**config.mk**
```make
export PLATFORM = sky130hd
export DESIGN_NAME = kspc_knock_ctrl
export DESIGN_NICKNAME = d
export VERILOG_FILES = /design/src/core/kspc_pkg.sv /design/src/core/kspc_word_if.sv /design/src/core/kspc_spi_rx.sv /design/src/core/kspc_int_hold.sv /design/src/core/kspc_knock_ctrl.sv
export SDC_FILE = /design/constraint.sdc
export NUM_CORES = 1
export LEC_CHECK = 0
export BUFFER_PORTS_ARGS = -buffer_cell sky130_fd_sc_hd__buf_4
export CORE_ASPECT_RATIO = 2
export CORE_MARGIN = 2
export CORE_UTILIZATION = 45
export DETAILED_ROUTE_END_ITERATION = 6
export PLACE_DENSITY = 0.63
export SLEW_MARGIN = 20
export SYNTH_ARGS = -nofsm -noshare
export SYNTH_HDL_FRONTEND = slang
export SYNTH_SLANG_ARGS = --single-unit
```
**constraint.sdc**
```tcl
create_clock -name core_clk_i -period 26.8 [get_ports core_clk_i]
set_clock_uncertainty 0.1 [all_clocks]
set_input_delay 2.68 -clock core_clk_i [delete_from_list [all_inputs] [get_ports core_clk_i]]
set_output_delay 2.68 -clock core_clk_i [all_outputs]
set_load 0.01 [all_outputs]
```
**src/core/kspc_pkg.sv**
```systemverilog
// Shared constants, types and decode functions for the knock processor control.
// Assumes a single 250 MHz core clock and word-level programming over the serial link.
package kspc_pkg;

  // Serial word framing.
  localparam int          WORD_W    = 8;
  localparam int          BCNT_W    = 4;
  localparam logic [3:0]  WORD_BITS = 4'h8;

  // Address prefixes and field positions.
  localparam logic [1:0]  PFX_BPF   = 2'h0;
  localparam logic [1:0]  PFX_PRE   = 2'h1;
  localparam logic [1:0]  PFX_GAIN  = 2'h2;
  localparam logic [1:0]  PFX_LONG  = 2'h3;
  localparam int          PFX_MSB   = 7;
  localparam int          PFX_LSB   = 6;
  localparam int          SUB_BIT   = 5;
  localparam int          V6_MSB    = 5;
  localparam int          V5_MSB    = 4;
  localparam int          PRE_MSB   = 4;
  localparam int          PRE_LSB   = 1;
  localparam int          Z_BIT     = 0;
  localparam int          CHAN_BIT  = 0;
  localparam int          DIAG_MSB  = 4;
  localparam int          DIAG_LSB  = 1;
  localparam int          EXT_BIT   = 3;
  localparam int          SRC_MSB   = 2;

  // Reset values of the settings.
  localparam logic [5:0]  BPF_RST   = 6'h00;
  localparam logic [5:0]  GAIN_RST  = 6'h00;
  localparam logic [4:0]  TC_RST    = 5'h00;
  localparam logic [4:0]  TEST_RST  = 5'h00;
  localparam logic [3:0]  PRE_RST   = 4'h0;
  localparam logic        Z_RST     = 1'b1;

  // Timing.
  localparam int CLK_MHZ          = 250;
  localparam int SC_RATE_KHZ      = 200;
  localparam int INT_RESET_NS     = 2000;
  localparam int INT_START_MAX_NS = 20000;
  localparam int INT_RESET_CYC    = (INT_RESET_NS * CLK_MHZ + 999) / 1000;
  localparam int PRE_CODES        = 9;
  localparam int OSC_MHZ [PRE_CODES] = '{4, 5, 6, 8, 10, 12, 16, 20, 24};

  typedef enum logic [2:0] {KSPC_WK_BPF, KSPC_WK_PRE, KSPC_WK_GAIN, KSPC_WK_TC, KSPC_WK_TEST} kspc_kind_t;
  typedef enum logic [2:0] {KSPC_SRC_RUN, KSPC_SRC_INT_POS, KSPC_SRC_INT_NEG,
                            KSPC_SRC_SCF, KSPC_SRC_GAIN, KSPC_SRC_AAF} kspc_src_t;

  // Word type from its leading address bits.
  function automatic kspc_kind_t kspc_kind(input logic [WORD_W-1:0] w);
    unique case (w[PFX_MSB:PFX_LSB])
      PFX_BPF:  kspc_kind = KSPC_WK_BPF;
      PFX_PRE:  kspc_kind = KSPC_WK_PRE;
      PFX_GAIN: kspc_kind = KSPC_WK_GAIN;
      PFX_LONG: kspc_kind = w[SUB_BIT] ? KSPC_WK_TEST : KSPC_WK_TC;
    endcase
  endfunction

  // Oscillator edges per sampling period; codes above the table act as the top entry.
  function automatic logic [7:0] kspc_ratio(input logic [3:0] code);
    int idx;
    idx = (int'(code) < PRE_CODES) ? int'(code) : PRE_CODES - 1;
    kspc_ratio = 8'(OSC_MHZ[idx] * 1000 / SC_RATE_KHZ);
  endfunction

endpackage

```
**src/core/kspc_word_if.sv**
```systemverilog
// Carries one received programming word from the serial receiver to the settings logic.
// Assumes both ends run on the core clock.
interface kspc_word_if;
  import kspc_pkg::*;
  logic              word_valid;
  logic [WORD_W-1:0] word;
  logic              frame_bad;
  modport tx (output word_valid, output word, output frame_bad);
  modport rx (input word_valid, input word, input frame_bad);
endinterface

```
**src/core/kspc_spi_rx.sv**
```systemverilog
// Serial receiver: samples the link pins and hands over whole eight-bit words.
// Assumes the link pins are asynchronous to the core clock and far slower than it.
module kspc_spi_rx
  import kspc_pkg::*;
(
  input  wire logic core_clk_i,
  input  wire logic rst_n_i,
  input  wire logic sck_i,
  input  wire logic cs_n_i,
  input  wire logic mosi_i,
  kspc_word_if.tx   wif
);
  logic [2:0]        sck_reg, cs_reg, sck_next, cs_next;
  logic [1:0]        mosi_reg, mosi_next;
  logic [WORD_W-1:0] shift_reg, shift_next;
  logic [BCNT_W-1:0] cnt_reg, cnt_next;
  logic              valid_reg, valid_next, bad_reg, bad_next;
  logic              sck_fall, cs_fall, cs_rise;

  // Two-stage synchronisers, third stage only for edge detection.
  assign sck_fall = ~sck_reg[1] & sck_reg[2];
  assign cs_fall  = ~cs_reg[1] & cs_reg[2];
  assign cs_rise  = cs_reg[1] & ~cs_reg[2];

  // Shift on falling clock while selected, judge length on deselect.
  always_comb begin
    sck_next   = {sck_reg[1:0], sck_i};
    cs_next    = {cs_reg[1:0], cs_n_i};
    mosi_next  = {mosi_reg[0], mosi_i};
    shift_next = shift_reg;
    cnt_next   = cnt_reg;
    valid_next = 1'b0;
    bad_next   = 1'b0;
    if (cs_fall) begin
      cnt_next = '0;
    end else if (sck_fall && !cs_reg[1]) begin
      shift_next = {shift_reg[WORD_W-2:0], mosi_reg[1]};
      if (cnt_reg <= WORD_BITS) begin
        cnt_next = cnt_reg + 1'b1;
      end
    end
    if (cs_rise) begin
      valid_next = (cnt_reg == WORD_BITS);
      bad_next   = (cnt_reg != WORD_BITS);
    end
  end

  // Registers.
  always_ff @(posedge core_clk_i or negedge rst_n_i) begin
    if (!rst_n_i) begin
      sck_reg   <= 3'h0;
      cs_reg    <= 3'h7;
      mosi_reg  <= 2'h0;
      shift_reg <= '0;
      cnt_reg   <= '0;
      valid_reg <= 1'b0;
      bad_reg   <= 1'b0;
    end else begin
      sck_reg   <= sck_next;
      cs_reg    <= cs_next;
      mosi_reg  <= mosi_next;
      shift_reg <= shift_next;
      cnt_reg   <= cnt_next;
      valid_reg <= valid_next;
      bad_reg   <= bad_next;
    end
  end

  assign wif.word_valid = valid_reg;
  assign wif.word       = shift_reg;
  assign wif.frame_bad  = bad_reg;

  word_length_a: assert property (@(posedge core_clk_i) disable iff (!rst_n_i)
    valid_reg |-> $past(cnt_reg) == WORD_BITS && $past(cs_rise))
    else $error("Word handed over after a frame of wrong length.");

  idle_shift_a: assert property (@(posedge core_clk_i) disable iff (!rst_n_i)
    (cs_reg[1] && !cs_rise && !cs_fall) |=> $stable(cnt_reg))
    else $error("Bit counter moved while deselected.");
endmodule

```
**src/core/kspc_int_hold.sv**
```systemverilog
// Integrate/hold sequencer: reset phase, integration and hold of the integrator.
// Assumes the integrate/hold pin is asynchronous to the core clock.
module kspc_int_hold
  import kspc_pkg::*;
(
  input  wire logic core_clk_i,
  input  wire logic rst_n_i,
  input  wire logic int_hold_i,
  output logic      integ_reset_o,
  output logic      integ_run_o,
  output logic      hold_o
);
  localparam int RST_C = INT_RESET_CYC;
  localparam int CW    = $clog2(RST_C + 1);

  typedef enum logic [1:0] {IH_HOLD, IH_RESET, IH_INTEG} kspc_ih_t;
  kspc_ih_t        st_reg, st_next;
  logic [2:0]      ih_reg, ih_next;
  logic [CW-1:0]   cnt_reg, cnt_next;
  logic            ih_rise;

  // Refuses at elaboration a reset phase that cannot end inside the integration start limit.
  if (INT_RESET_NS > INT_START_MAX_NS || RST_C < 1) begin : g_rst_chk
    $error("Integrator reset phase too long.");
  end

  assign ih_rise = ih_reg[1] & ~ih_reg[2];

  // Next state of the sequencer.
  always_comb begin
    ih_next  = {ih_reg[1:0], int_hold_i};
    st_next  = st_reg;
    cnt_next = cnt_reg;
    unique case (st_reg)
      IH_HOLD: begin
        if (ih_rise) begin
          st_next  = IH_RESET;
          cnt_next = CW'(RST_C - 1);
        end
      end
      IH_RESET: begin
        if (!ih_reg[1]) begin
          st_next = IH_HOLD;
        end else if (cnt_reg == '0) begin
          st_next = IH_INTEG;
        end else begin
          cnt_next = cnt_reg - 1'b1;
        end
      end
      IH_INTEG: begin
        if (!ih_reg[1]) begin
          st_next = IH_HOLD;
        end
      end
    endcase
  end

  // Registers.
  always_ff @(posedge core_clk_i or negedge rst_n_i) begin
    if (!rst_n_i) begin
      st_reg  <= IH_HOLD;
      ih_reg  <= 3'h0;
      cnt_reg <= '0;
    end else begin
      st_reg  <= st_next;
      ih_reg  <= ih_next;
      cnt_reg <= cnt_next;
    end
  end

  assign integ_reset_o = (st_reg == IH_RESET);
  assign integ_run_o   = (st_reg == IH_INTEG);
  assign hold_o        = (st_reg == IH_HOLD);

  reset_phase_a: assert property (@(posedge core_clk_i) disable iff (!rst_n_i)
    $rose(integ_reset_o) |-> ##[1:RST_C] !integ_reset_o)
    else $error("Integrator reset phase overran.");

  hold_entry_a: assert property (@(posedge core_clk_i) disable iff (!rst_n_i)
    $fell(ih_reg[1]) |=> hold_o)
    else $error("Hold not entered after integrate/hold fell.");
endmodule

```
**src/core/kspc_knock_ctrl.sv**
```systemverilog
// Control section of a two-channel knock signal processor: word decode, settings,
// diagnostic selection, sampling clock prescaler and integrate/hold sequencing.
// Assumes the serial pins, the oscillator and integrate/hold come from outside the core clock.

////////////////////////////////////////////////////////////////////////////////
// Summary of operation
// - Chip select low enables; otherwise clock ignored.
// - Capture data on every falling serial clock.
// - Eight bits, most significant bit first.
// - Split word into address and value fields.
// - Decode five word types into settings.
// - All words accepted while holding.
// - Integrate/hold rise starts integration.
// - Reset integrator, then integrate within 20 us.
// - Integrate/hold fall enters hold, freezes output.
// - Gain code shared by both gain stages.
// - Filter code shared by both bandpass filters.
// - Time constant is a 32-step code.
// - Exactly one sensor channel routed normally.
// - External test signals power down input amplifiers.
// - Antialias evaluation powers down output buffer.
// - Test multiplexer picks the diagnostic source.
// - Sampling clock is 200 kHz from input clock.
// - Prefix 00 loads filter, 10 loads gain.
// - Prefix 110 loads the time constant.
// - Prefix 111 loads channel and test bits.
// - Prefix 01 loads prescaler and output tristate.
module kspc_knock_ctrl
  import kspc_pkg::*;
(
  input  wire logic       core_clk_i,
  input  wire logic       rst_n_i,
  input  wire logic       spi_sck_i,
  input  wire logic       spi_cs_n_i,
  input  wire logic       spi_mosi_i,
  input  wire logic       osc_clk_i,
  input  wire logic       int_hold_i,
  output logic [5:0]      gain_code_o,
  output logic [5:0]      bandpass_filter_code_o,
  output logic [4:0]      tc_code_o,
  output logic            channel_select_bit_o,
  output logic            chan0_enable_o,
  output logic            chan1_enable_o,
  output logic            amp_power_down_o,
  output logic            amp_out_hiz_o,
  output logic            out_buf_power_down_o,
  output kspc_pkg::kspc_src_t test_mux_sel_o,
  output logic [3:0]      prescaler_code_field_o,
  output logic            so_tristate_o,
  output logic            sc_clk_o,
  output logic            sc_tick_o,
  output logic            integ_reset_o,
  output logic            integ_run_o,
  output logic            hold_o,
  output logic            frame_error_o
);
  import kspc_pkg::*;

  ////////////////////////////////////////////////////////////////////////////////
  // Declarations.

  kspc_word_if wif ();

  logic [5:0]  gain_reg, gain_next;
  logic [5:0]  bpf_reg, bpf_next;
  logic [4:0]  tc_reg, tc_next;
  logic [4:0]  test_reg, test_next;
  logic [3:0]  pre_reg, pre_next;
  logic        z_reg, z_next;
  logic        err_reg, err_next;
  logic [2:0]  osc_reg, osc_next;
  logic [7:0]  div_reg, div_next;
  logic        sck_reg, sck_next;
  logic        tick_reg, tick_next;
  logic        pd_reg, pd_next;
  logic        hiz_reg, hiz_next;
  logic        obpd_reg, obpd_next;
  kspc_src_t   src_reg, src_next;
  kspc_kind_t  kind;
  logic [7:0]  ratio;
  logic        osc_rise;
  logic        hold_w;

  ////////////////////////////////////////////////////////////////////////////////
  // Serial receiver and integrate/hold sequencer.

  // Receiver hands over only complete words.
  kspc_spi_rx u_rx (
    .core_clk_i (core_clk_i),
    .rst_n_i    (rst_n_i),
    .sck_i      (spi_sck_i),
    .cs_n_i     (spi_cs_n_i),
    .mosi_i     (spi_mosi_i),
    .wif        (wif.tx)
  );

  // Sequencer owns the integrator control lines.
  kspc_int_hold u_ih (
    .core_clk_i    (core_clk_i),
    .rst_n_i       (rst_n_i),
    .int_hold_i    (int_hold_i),
    .integ_reset_o (integ_reset_o),
    .integ_run_o   (integ_run_o),
    .hold_o        (hold_w)
  );

  assign hold_o = hold_w;

  ////////////////////////////////////////////////////////////////////////////////
  // Diagnostic decode.

  // Maps the three test bits above the channel bit onto a multiplexer source; unused codes read as normal run.
  function automatic kspc_src_t kspc_src(input logic [4:0] t);
    unique case (t[DIAG_LSB+SRC_MSB:DIAG_LSB])
      3'h1:    kspc_src = KSPC_SRC_INT_POS;
      3'h2:    kspc_src = KSPC_SRC_INT_NEG;
      3'h3:    kspc_src = KSPC_SRC_SCF;
      3'h4:    kspc_src = KSPC_SRC_GAIN;
      3'h5:    kspc_src = KSPC_SRC_AAF;
      default: kspc_src = KSPC_SRC_RUN;
    endcase
  endfunction

  ////////////////////////////////////////////////////////////////////////////////
  // Settings registers.

  assign kind = kspc_kind(wif.word);

  // Each word only touches the setting that its prefix names; words arrive in any
  // integrate/hold state, so a channel change between firings is not refused.
  always_comb begin
    gain_next = gain_reg;
    bpf_next  = bpf_reg;
    tc_next   = tc_reg;
    test_next = test_reg;
    pre_next  = pre_reg;
    z_next    = z_reg;
    err_next  = wif.frame_bad;
    if (wif.word_valid) begin
      unique case (kind)
        KSPC_WK_BPF: begin
          bpf_next = wif.word[V6_MSB:0];
        end
        KSPC_WK_GAIN: begin
          gain_next = wif.word[V6_MSB:0];
        end
        KSPC_WK_TC: begin
          tc_next = wif.word[V5_MSB:0];
        end
        KSPC_WK_TEST: begin
          test_next = wif.word[V5_MSB:0];
        end
        KSPC_WK_PRE: begin
          pre_next = wif.word[PRE_MSB:PRE_LSB];
          z_next   = wif.word[Z_BIT];
        end
      endcase
    end
  end

  // Registers of the settings.
  always_ff @(posedge core_clk_i or negedge rst_n_i) begin
    if (!rst_n_i) begin
      gain_reg <= GAIN_RST;
      bpf_reg  <= BPF_RST;
      tc_reg   <= TC_RST;
      test_reg <= TEST_RST;
      pre_reg  <= PRE_RST;
      z_reg    <= Z_RST;
      err_reg  <= 1'b0;
    end else begin
      gain_reg <= gain_next;
      bpf_reg  <= bpf_next;
      tc_reg   <= tc_next;
      test_reg <= test_next;
      pre_reg  <= pre_next;
      z_reg    <= z_next;
      err_reg  <= err_next;
    end
  end

  ////////////////////////////////////////////////////////////////////////////////
  // Diagnostic outputs.

  // Registered so the analog switches never see decode glitches.
  always_comb begin
    src_next  = kspc_src(test_reg);
    pd_next   = test_reg[DIAG_LSB+EXT_BIT];
    hiz_next  = test_reg[DIAG_LSB+EXT_BIT];
    obpd_next = (kspc_src(test_reg) == KSPC_SRC_AAF);
  end

  // Registers of the diagnostic outputs.
  always_ff @(posedge core_clk_i or negedge rst_n_i) begin
    if (!rst_n_i) begin
      src_reg  <= KSPC_SRC_RUN;
      pd_reg   <= 1'b0;
      hiz_reg  <= 1'b0;
      obpd_reg <= 1'b0;
    end else begin
      src_reg  <= src_next;
      pd_reg   <= pd_next;
      hiz_reg  <= hiz_next;
      obpd_reg <= obpd_next;
    end
  end

  ////////////////////////////////////////////////////////////////////////////////
  // Sampling clock prescaler.

  assign ratio    = kspc_ratio(pre_reg);
  assign osc_rise = osc_reg[1] & ~osc_reg[2];

  // Counts oscillator rises; one tick per sampling period, square wave high for the first half.
  always_comb begin
    osc_next  = {osc_reg[1:0], osc_clk_i};
    div_next  = div_reg;
    sck_next  = sck_reg;
    tick_next = 1'b0;
    if (osc_rise) begin
      if (div_reg >= ratio - 8'h01) begin
        div_next  = 8'h00;
        tick_next = 1'b1;
        sck_next  = 1'b1;
      end else begin
        div_next = div_reg + 8'h01;
        sck_next = (div_reg + 8'h01) < {1'b0, ratio[7:1]};
      end
    end
  end

  // Registers of the prescaler.
  always_ff @(posedge core_clk_i or negedge rst_n_i) begin
    if (!rst_n_i) begin
      osc_reg  <= 3'h0;
      div_reg  <= 8'h00;
      sck_reg  <= 1'b0;
      tick_reg <= 1'b0;
    end else begin
      osc_reg  <= osc_next;
      div_reg  <= div_next;
      sck_reg  <= sck_next;
      tick_reg <= tick_next;
    end
  end

  ////////////////////////////////////////////////////////////////////////////////
  // Output assignments.

  assign gain_code_o            = gain_reg;
  assign bandpass_filter_code_o = bpf_reg;
  assign tc_code_o              = tc_reg;
  assign channel_select_bit_o   = test_reg[CHAN_BIT];
  assign chan0_enable_o         = ~test_reg[CHAN_BIT];
  assign chan1_enable_o         = test_reg[CHAN_BIT];
  assign amp_power_down_o       = pd_reg;
  assign amp_out_hiz_o          = hiz_reg;
  assign out_buf_power_down_o   = obpd_reg;
  assign test_mux_sel_o         = src_reg;
  assign prescaler_code_field_o = pre_reg;
  assign so_tristate_o          = z_reg;
  assign sc_clk_o               = sck_reg;
  assign sc_tick_o              = tick_reg;
  assign frame_error_o          = err_reg;

  ////////////////////////////////////////////////////////////////////////////////
  // Checks.

  gain_load_a: assert property (@(posedge core_clk_i) disable iff (!rst_n_i)
    (wif.word_valid && wif.word[PFX_MSB:PFX_LSB] == PFX_GAIN) |=> gain_code_o == $past(wif.word[V6_MSB:0]))
    else $error("Gain word not applied.");

  bpf_keep_a: assert property (@(posedge core_clk_i) disable iff (!rst_n_i)
    !$stable(bpf_reg) |-> $past(wif.word_valid) && $past(wif.word[PFX_MSB:PFX_LSB]) == PFX_BPF)
    else $error("Filter code changed without a filter word.");

  tc_load_a: assert property (@(posedge core_clk_i) disable iff (!rst_n_i)
    (wif.word_valid && wif.word[PFX_MSB:SUB_BIT] == 3'h6) |=> tc_code_o == $past(wif.word[V5_MSB:0]))
    else $error("Time-constant word not applied.");

  chan_one_a: assert property (@(posedge core_clk_i) disable iff (!rst_n_i)
    chan0_enable_o != chan1_enable_o)
    else $error("Channel multiplexer not one-hot.");

  amp_hiz_a: assert property (@(posedge core_clk_i) disable iff (!rst_n_i)
    (wif.word_valid && kind == KSPC_WK_TEST && wif.word[DIAG_LSB+EXT_BIT]) |=> ##1 (amp_power_down_o && amp_out_hiz_o))
    else $error("Input amplifiers not powered down for external test.");

  obuf_pd_a: assert property (@(posedge core_clk_i) disable iff (!rst_n_i)
    (test_mux_sel_o == KSPC_SRC_AAF) |-> out_buf_power_down_o)
    else $error("Output buffer active while antialias output is selected.");

  pre_load_a: assert property (@(posedge core_clk_i) disable iff (!rst_n_i)
    (wif.word_valid && kind == KSPC_WK_PRE) |=> so_tristate_o == $past(wif.word[Z_BIT]))
    else $error("Output tristate bit not applied.");

  tick_period_a: assert property (@(posedge core_clk_i) disable iff (!rst_n_i)
    sc_tick_o |-> $past(div_reg) >= ratio - 8'h01 || $changed(pre_reg))
    else $error("Sampling tick before the division ratio.");
endmodule

```
==> results.toml, run 1 <==
[global_routing]
grt_pass1_vias = 8933
grt_pass1_wl_um = 45900
grt_start_max_net_pins = 75
grt_use_total_pct = 26.1
grt-ovfl-total = 0
antenna_found_initial = 0

[timing]
min_period_ns = 16.54
relSlewSlack_pct = 21.2
fmaxAchievable_mhz = 60.5
finalMaxSlewViolations = 0
min_period_over_period_pct = 61.7
tns_ns = 0
final-hold-violation-count = 0
rsz0062_at_grt = "false"
setup_viol = 0
tightest_slew_ns = 1.17

[yosys]
synth_top_family_by_area = "compound AO/OA/AOI/OAI gates"
netlist_area_um2 = 9310
synth-edff-count = 0
synthDistinctLibCells = 122
syn_nets = 1195
synthArstFlopShare_pct = 100
synth-adder-area-share_pct = 9.57
muxShareOfSynthArea_pct = 6.77
syn_area_per_cell_um2 = 8.29
synth_xor_area_share_pct = 6.18
yosysSeqAreaShare_pct = 22.1
ys_warn_count = 0
syn-instance-count = 1123
yosys.area_share.simple_pct = 24.3
synth_seq_cells = 82
synth_flop_cell = "dfrtp_1"
synth_compound_area_share_pct = 27.4

[min_path]
hold_class = "reg2reg"
worstHoldStart = "u_rx.sck_reg[0]$_DFF_PN0_"

[setup_path]
crit_path_end_kind = "flop"
criticalPathCategory = "reg2reg"
critPathSlowestCell = "nand4_1"
startpoint = "prescaler_code_field_o[2]$_DFFE_PN0P_"
cp_max_fo = 22
crit_top_cell = "ha_1"
crit_path_start_kind = "flop"
rr_startpoint = "prescaler_code_field_o[2]$_DFFE_PN0P_"
slowest_delay_ns = 0.57
rrSetupSlack_ns = 10.26
arrival_ns = 16.67
required_ns = 26.93

[clock_tree]
cts_tree = "yes"
clock_sinks = 82
path_clk_slew_ns = 0.07
hold_buffers = 0
root_buffer = "clkbuf_16"
cts-htree-levels = 3
post_cts_buffers = 0
cts_buffer_depth = 2
cts_resized = 0
numCtsBuffers = 9
clk_latency_ns = 0.35

[detailed_routing]
drt_wl_total_um = 28800
postRouteAntennaNets = 0
drtIter0Drc = 503
num_vias = 8950
viasPerCell = 6.32
route.detailed.drc = 0
dr.pass1.iters = 6
post_drt_wl_per_cell_um = 20.3

[final_layout]
syn_to_final_growth_pct = 8.68
layout_common_cells = "nand2_1, nor2_1, dfrtp_1"
design_area_um2 = 10100
largest_reg_flops = 9
final_layout_size_suffix_gt1_share_pct = 16.3
fillers = 2044
diodes = 0
nNetsFinal = 1217
mostFrequentLayoutCell = "nand2_1"

[floorplan]
pin_count = 44
rows = 74
die_area_um2 = 21900
fp.coreArea_um2 = 20400
die_w_um = 106
die_h_um = 207
start_util_pct = 45.7

[flow_run]
cap_violations = 0

[placement]
place_area_um2 = 9830
port_buffers = 43
dp_hpwl_um = 23100
finalWeightedCongestion = 0.963

[power_and_ir_drop]
peakVddDrop_mv = 0.0750
leakage_nw = 4.41
pwr_density_cell_nw_per_um2 = 32.5

[status]
outcome = "finished clean"
==> critical path, delay by kind of cell (launching register included) <==
kind                       cells  cell delay, ns
AOI/OAI and AO/OA             23            5.45
muxes                          2            0.88
DFF                            1            0.51
and+or+nand+nor               18            5.28
adders and majority gates      8            2.67
buffers and inverters          5            1.18
xor gates and xnor gates       2            0.32
==> layer usage <==
metal | track usage, % | vias up | routed length, um
li1 | - | 4261 | -
met1 | 24.5 | 4291 | 9750
met2 | 51.3 | 280 | 16200
met3 | 2.29 | 118 | 832
met4 | 18.0 | 0 | 2040
met5 | 0 | - | 0
==> area by class of cell <==
cell class | count | area [um2] | share of cell area [%]
Timing Repair Buffer | 49 | 368 | 3.64
Multi-Input combinational cell | 959 | 6910 | 68.3
Tap cell | 266 | 333 | 3.29
Sequential cell | 82 | 2060 | 20.3
Clock buffer | 9 | 225 | 2.23
Inverter | 44 | 165 | 1.63
Clock inverter | 7 | 58.8 | 0.581
==> synth_stat cells (24+ instances only) <==
master	instances	share of area (%)
clkbuf_1	24	0.97
a21oi_1	55	3.0
inv_1	39	1.6
nor3_1	32	1.7
ha_1	56	7.5
mux2_2	40	4.8
nor2_1	97	3.9
dfrtp_1	78	21
xnor2_1	44	4.1
nand3_1	31	1.7
o21ai_0	60	3.2
nand2_1	107	4.3
==> report_power, final <==
part	total (mW)	switching [mW]	internal (mW)
Combinational	0.0595	0.0325	0.0270
Clock	0.117	0.0527	0.0643
Sequential	0.153	0.0162	0.136
Total	0.329	0.101	0.228
==> final timing paths <==
check | end | cells after the start
max | div_reg[5]$_DFFE_PN0P_ | 58
min in group asynchronous | u_ih.cnt_reg[0]$_DFFE_PN0P_ | 1
max reg2reg | div_reg[5]$_DFFE_PN0P_ | 58
min | u_rx.sck_reg[1]$_DFF_PN0_ | 0
max in group asynchronous | tc_code_o[4]$_DFFE_PN0P_ | 2
min reg2reg | u_rx.sck_reg[1]$_DFF_PN0_ | 0
==> kinds of logic (layout without fill, tap and decap cells) <==
logic type               after synthesis  count (layout)
AND/OR/NAND/NOR                      433             433
AO/OA/AOI/OAI                        342             342
flip-flops                            82              82
buffers and inverters                 82             109
adder cells (fa/ha/maj)               66              66
XOR/XNOR                              61              61
multiplexers                          57              57
==> metrics by stage <==
step	total power, mW	hold WS [ns]	cells	utilization, %	worst slack (ns)
2_1_floorplan	0.191	0.231	1123	-	12.64
3_3_place_gp	0.215	0.231	1400	48.3	10.56
3_5_place_dp	0.215	0.236	1400	48.3	10.47
4_1_cts	0.334	0.250	1416	49.7	10.40
5_1_grt	0.348	0.259	1416	49.7	9.15
6_report	0.329	0.247	1416	49.7	10.26
Note: power is estimated with default switching activity, not from simulation.
==> run 2, diff against run 1 <==
clock period = 16.6 ns   (was 26.8 ns; I/O delays follow)
==> run 2 against run 1 <==
- fmax is 5.6% higher
- critical path depth is 1 higher
- final cell count rose by 0.56%
- total power up 69%
- sequential power is 61% higher
- setup slack got worse by 9.3 ns
- flip-flop and latch count unchanged
- wire length is 1.2% lower
- first-iteration DRC count is 15% lower
- largest cell class unchanged
==> results.toml, run 2 (synthesis gave the netlist of run 1 again) <==
[setup_path]
reg2regPathDepth = 59
r2r-end = "div_reg[5]$_DFFE_PN0P_"
crit_path_end_kind = "flop"
crit_top_cell = "ha_1"
required_ns = 16.73
rrSetupSlack_ns = 0.94
cp_max_fo = 22
critPathSlowestCell = "nor4b_1"
rr_startpoint = "prescaler_code_field_o[2]$_DFFE_PN0P_"
path_delay_family = "compound AO/OA/AOI/OAI gates"
critPathBufInv = 8
crit_path_start_kind = "flop"
arrival_ns = 15.79
criticalPathCategory = "reg2reg"
slowest_delay_ns = 0.57

[timing]
min_period_over_period_pct = 94.4
tns_ns = 0
final-hold-violation-count = 0
finalMaxSlewViolations = 0
setup_viol = 0
min_period_ns = 15.66
fmaxAchievable_mhz = 63.8
hold_ws_ns = 0.248
tightest_slew_ns = 1.14
relSlewSlack_pct = 23.6

[floorplan]
start_util_pct = 45.7
die_w_um = 106
die_h_um = 207
rows = 74
pin_count = 44
die_area_um2 = 21900
fp.coreArea_um2 = 20400

[clock_tree]
clock_sinks = 82
numCtsBuffers = 9
clk_latency_ns = 0.34
cts_buffer_depth = 2
root_buffer = "clkbuf_16"
path_clk_slew_ns = 0.06
cts_tree = "yes"
cts-htree-levels = 3

[global_routing]
grt-ovfl-total = 0
antenna_found_initial = 0
grt_start_max_net_pins = 74
grt_pass1_wl_um = 45100
grt_use_total_pct = 25.7
grt_pass1_vias = 8913

[power_and_ir_drop]
p_switching_mw = 0.156
peakVddDrop_mv = 0.123
pwr_density_cell_nw_per_um2 = 54.2
p_comb_share_pct = 17.2
p_seq_share_pct = 44.4
leakage_nw = 4.48
switching_share_pct = 28.0
p_int_mw = 0.401
power.share.clock_pct = 38.4

[detailed_routing]
dr.pass1.iters = 7
drt_wl_total_um = 28400
drtIter0Drc = 430
postRouteAntennaNets = 0
num_vias = 8962
viasPerCell = 6.29
route.detailed.drc = 0
post_drt_wl_per_cell_um = 20.0

[final_layout]
final_layout_size_suffix_gt1_share_pct = 17.1
multi_input_area_um2 = 6960
layout_common_cells = "nand2_1, nor2_1, dfrtp_1"
fin_util_pct = 50.4
ff_latch_area_um2 = 2060
syn_to_final_growth_pct = 10.3
diodes = 0
fillers = 2028
mostFrequentLayoutCell = "nand2_1"
largest_reg_flops = 9
nNetsFinal = 1225
instances_no_fill = 1424
design_area_um2 = 10300

[flow_run]
cap_violations = 0

[min_path]
hold_depth = 0
hold_class = "reg2reg"
worstHoldStart = "u_rx.sck_reg[0]$_DFF_PN0_"
min_to = "u_rx.sck_reg[1]$_DFF_PN0_"

[placement]
place_area_um2 = 9860
port_buffers = 43
finalWeightedCongestion = 0.952
dp_hpwl_um = 22900
dpl.cell_count = 1404

[status]
outcome = "finished clean"
run 2: worst max path at each step:
| stage | from | endpoint | cells past startpoint |
|---|---|---|---|
| after floorplan | prescaler_code_field_o[3]$_DFFE_PN0P_ | div_reg[5]$_DFFE_PN0P_ | 62 |
| after global placement | prescaler_code_field_o[2]$_DFFE_PN0P_ | div_reg[5]$_DFFE_PN0P_ | 58 |
| after detailed placement | prescaler_code_field_o[2]$_DFFE_PN0P_ | div_reg[5]$_DFFE_PN0P_ | 57 |
| after CTS | prescaler_code_field_o[2]$_DFFE_PN0P_ | div_reg[5]$_DFFE_PN0P_ | 57 |
| after global routing | prescaler_code_field_o[2]$_DFFE_PN0P_ | div_reg[5]$_DFFE_PN0P_ | 60 |
| final | prescaler_code_field_o[2]$_DFFE_PN0P_ | div_reg[5]$_DFFE_PN0P_ | 59 |
run 2: layer usage:
metal | vias up | wire (um) | track usage [%]
met1 | 4292 | 9590 | 23.5
met5 | - | 0 | 0
met3 | 128 | 734 | 2.29
li1 | 4282 | - | -
met2 | 260 | 15700 | 49.9
met4 | 0 | 2390 | 20.1
run 2: per-stage QoR:
step,worst slack (ns),power (mW)
global route,-0.0306,0.588
CTS,0.571,0.565
finish,0.937,0.557
detailed placement,0.665,0.348
global placement,0.857,0.345
floorplan,2.44,0.309
run 2: final cells by class:
type	count	share of cell area [%]
clock buffer	11	2.36
clock inverter	5	0.828
inverter	44	1.63
multi-input combinational	959	67.7
sequential	82	20.0
tap	266	3.24
timing repair buffer	57	4.17
run 2: timing repair:
action | CTS | global route
hold buffers | 0 | 0
setup endpoints to repair | 0 | 10
setup buffers | 0 | 4
resized for setup | 0 | 10
run 2: power groups by stage:
| stage | clock (mW) | combinational (mW) | sequential, mW |
|---|---|---|---|
| global route | 0.227 | 0.111 | 0.251 |
| detailed placement | 0 | 0.0965 | 0.251 |
| floorplan | 0 | 0.0675 | 0.241 |
| CTS | 0.220 | 0.0974 | 0.247 |
| global placement | 0 | 0.0948 | 0.251 |
| finish | 0.214 | 0.0957 | 0.247 |
run 2: worst register-to-register path: cells and delay by family (launching register included):
kind	cells	cell delay, ns
xor gates and xnor gates	3	0.56
muxes	2	0.74
and+or+nand+nor	17	4.55
AOI/OAI and AO/OA	21	4.95
adders and majority gates	8	2.63
DFF	1	0.52
buffers and inverters	8	1.49
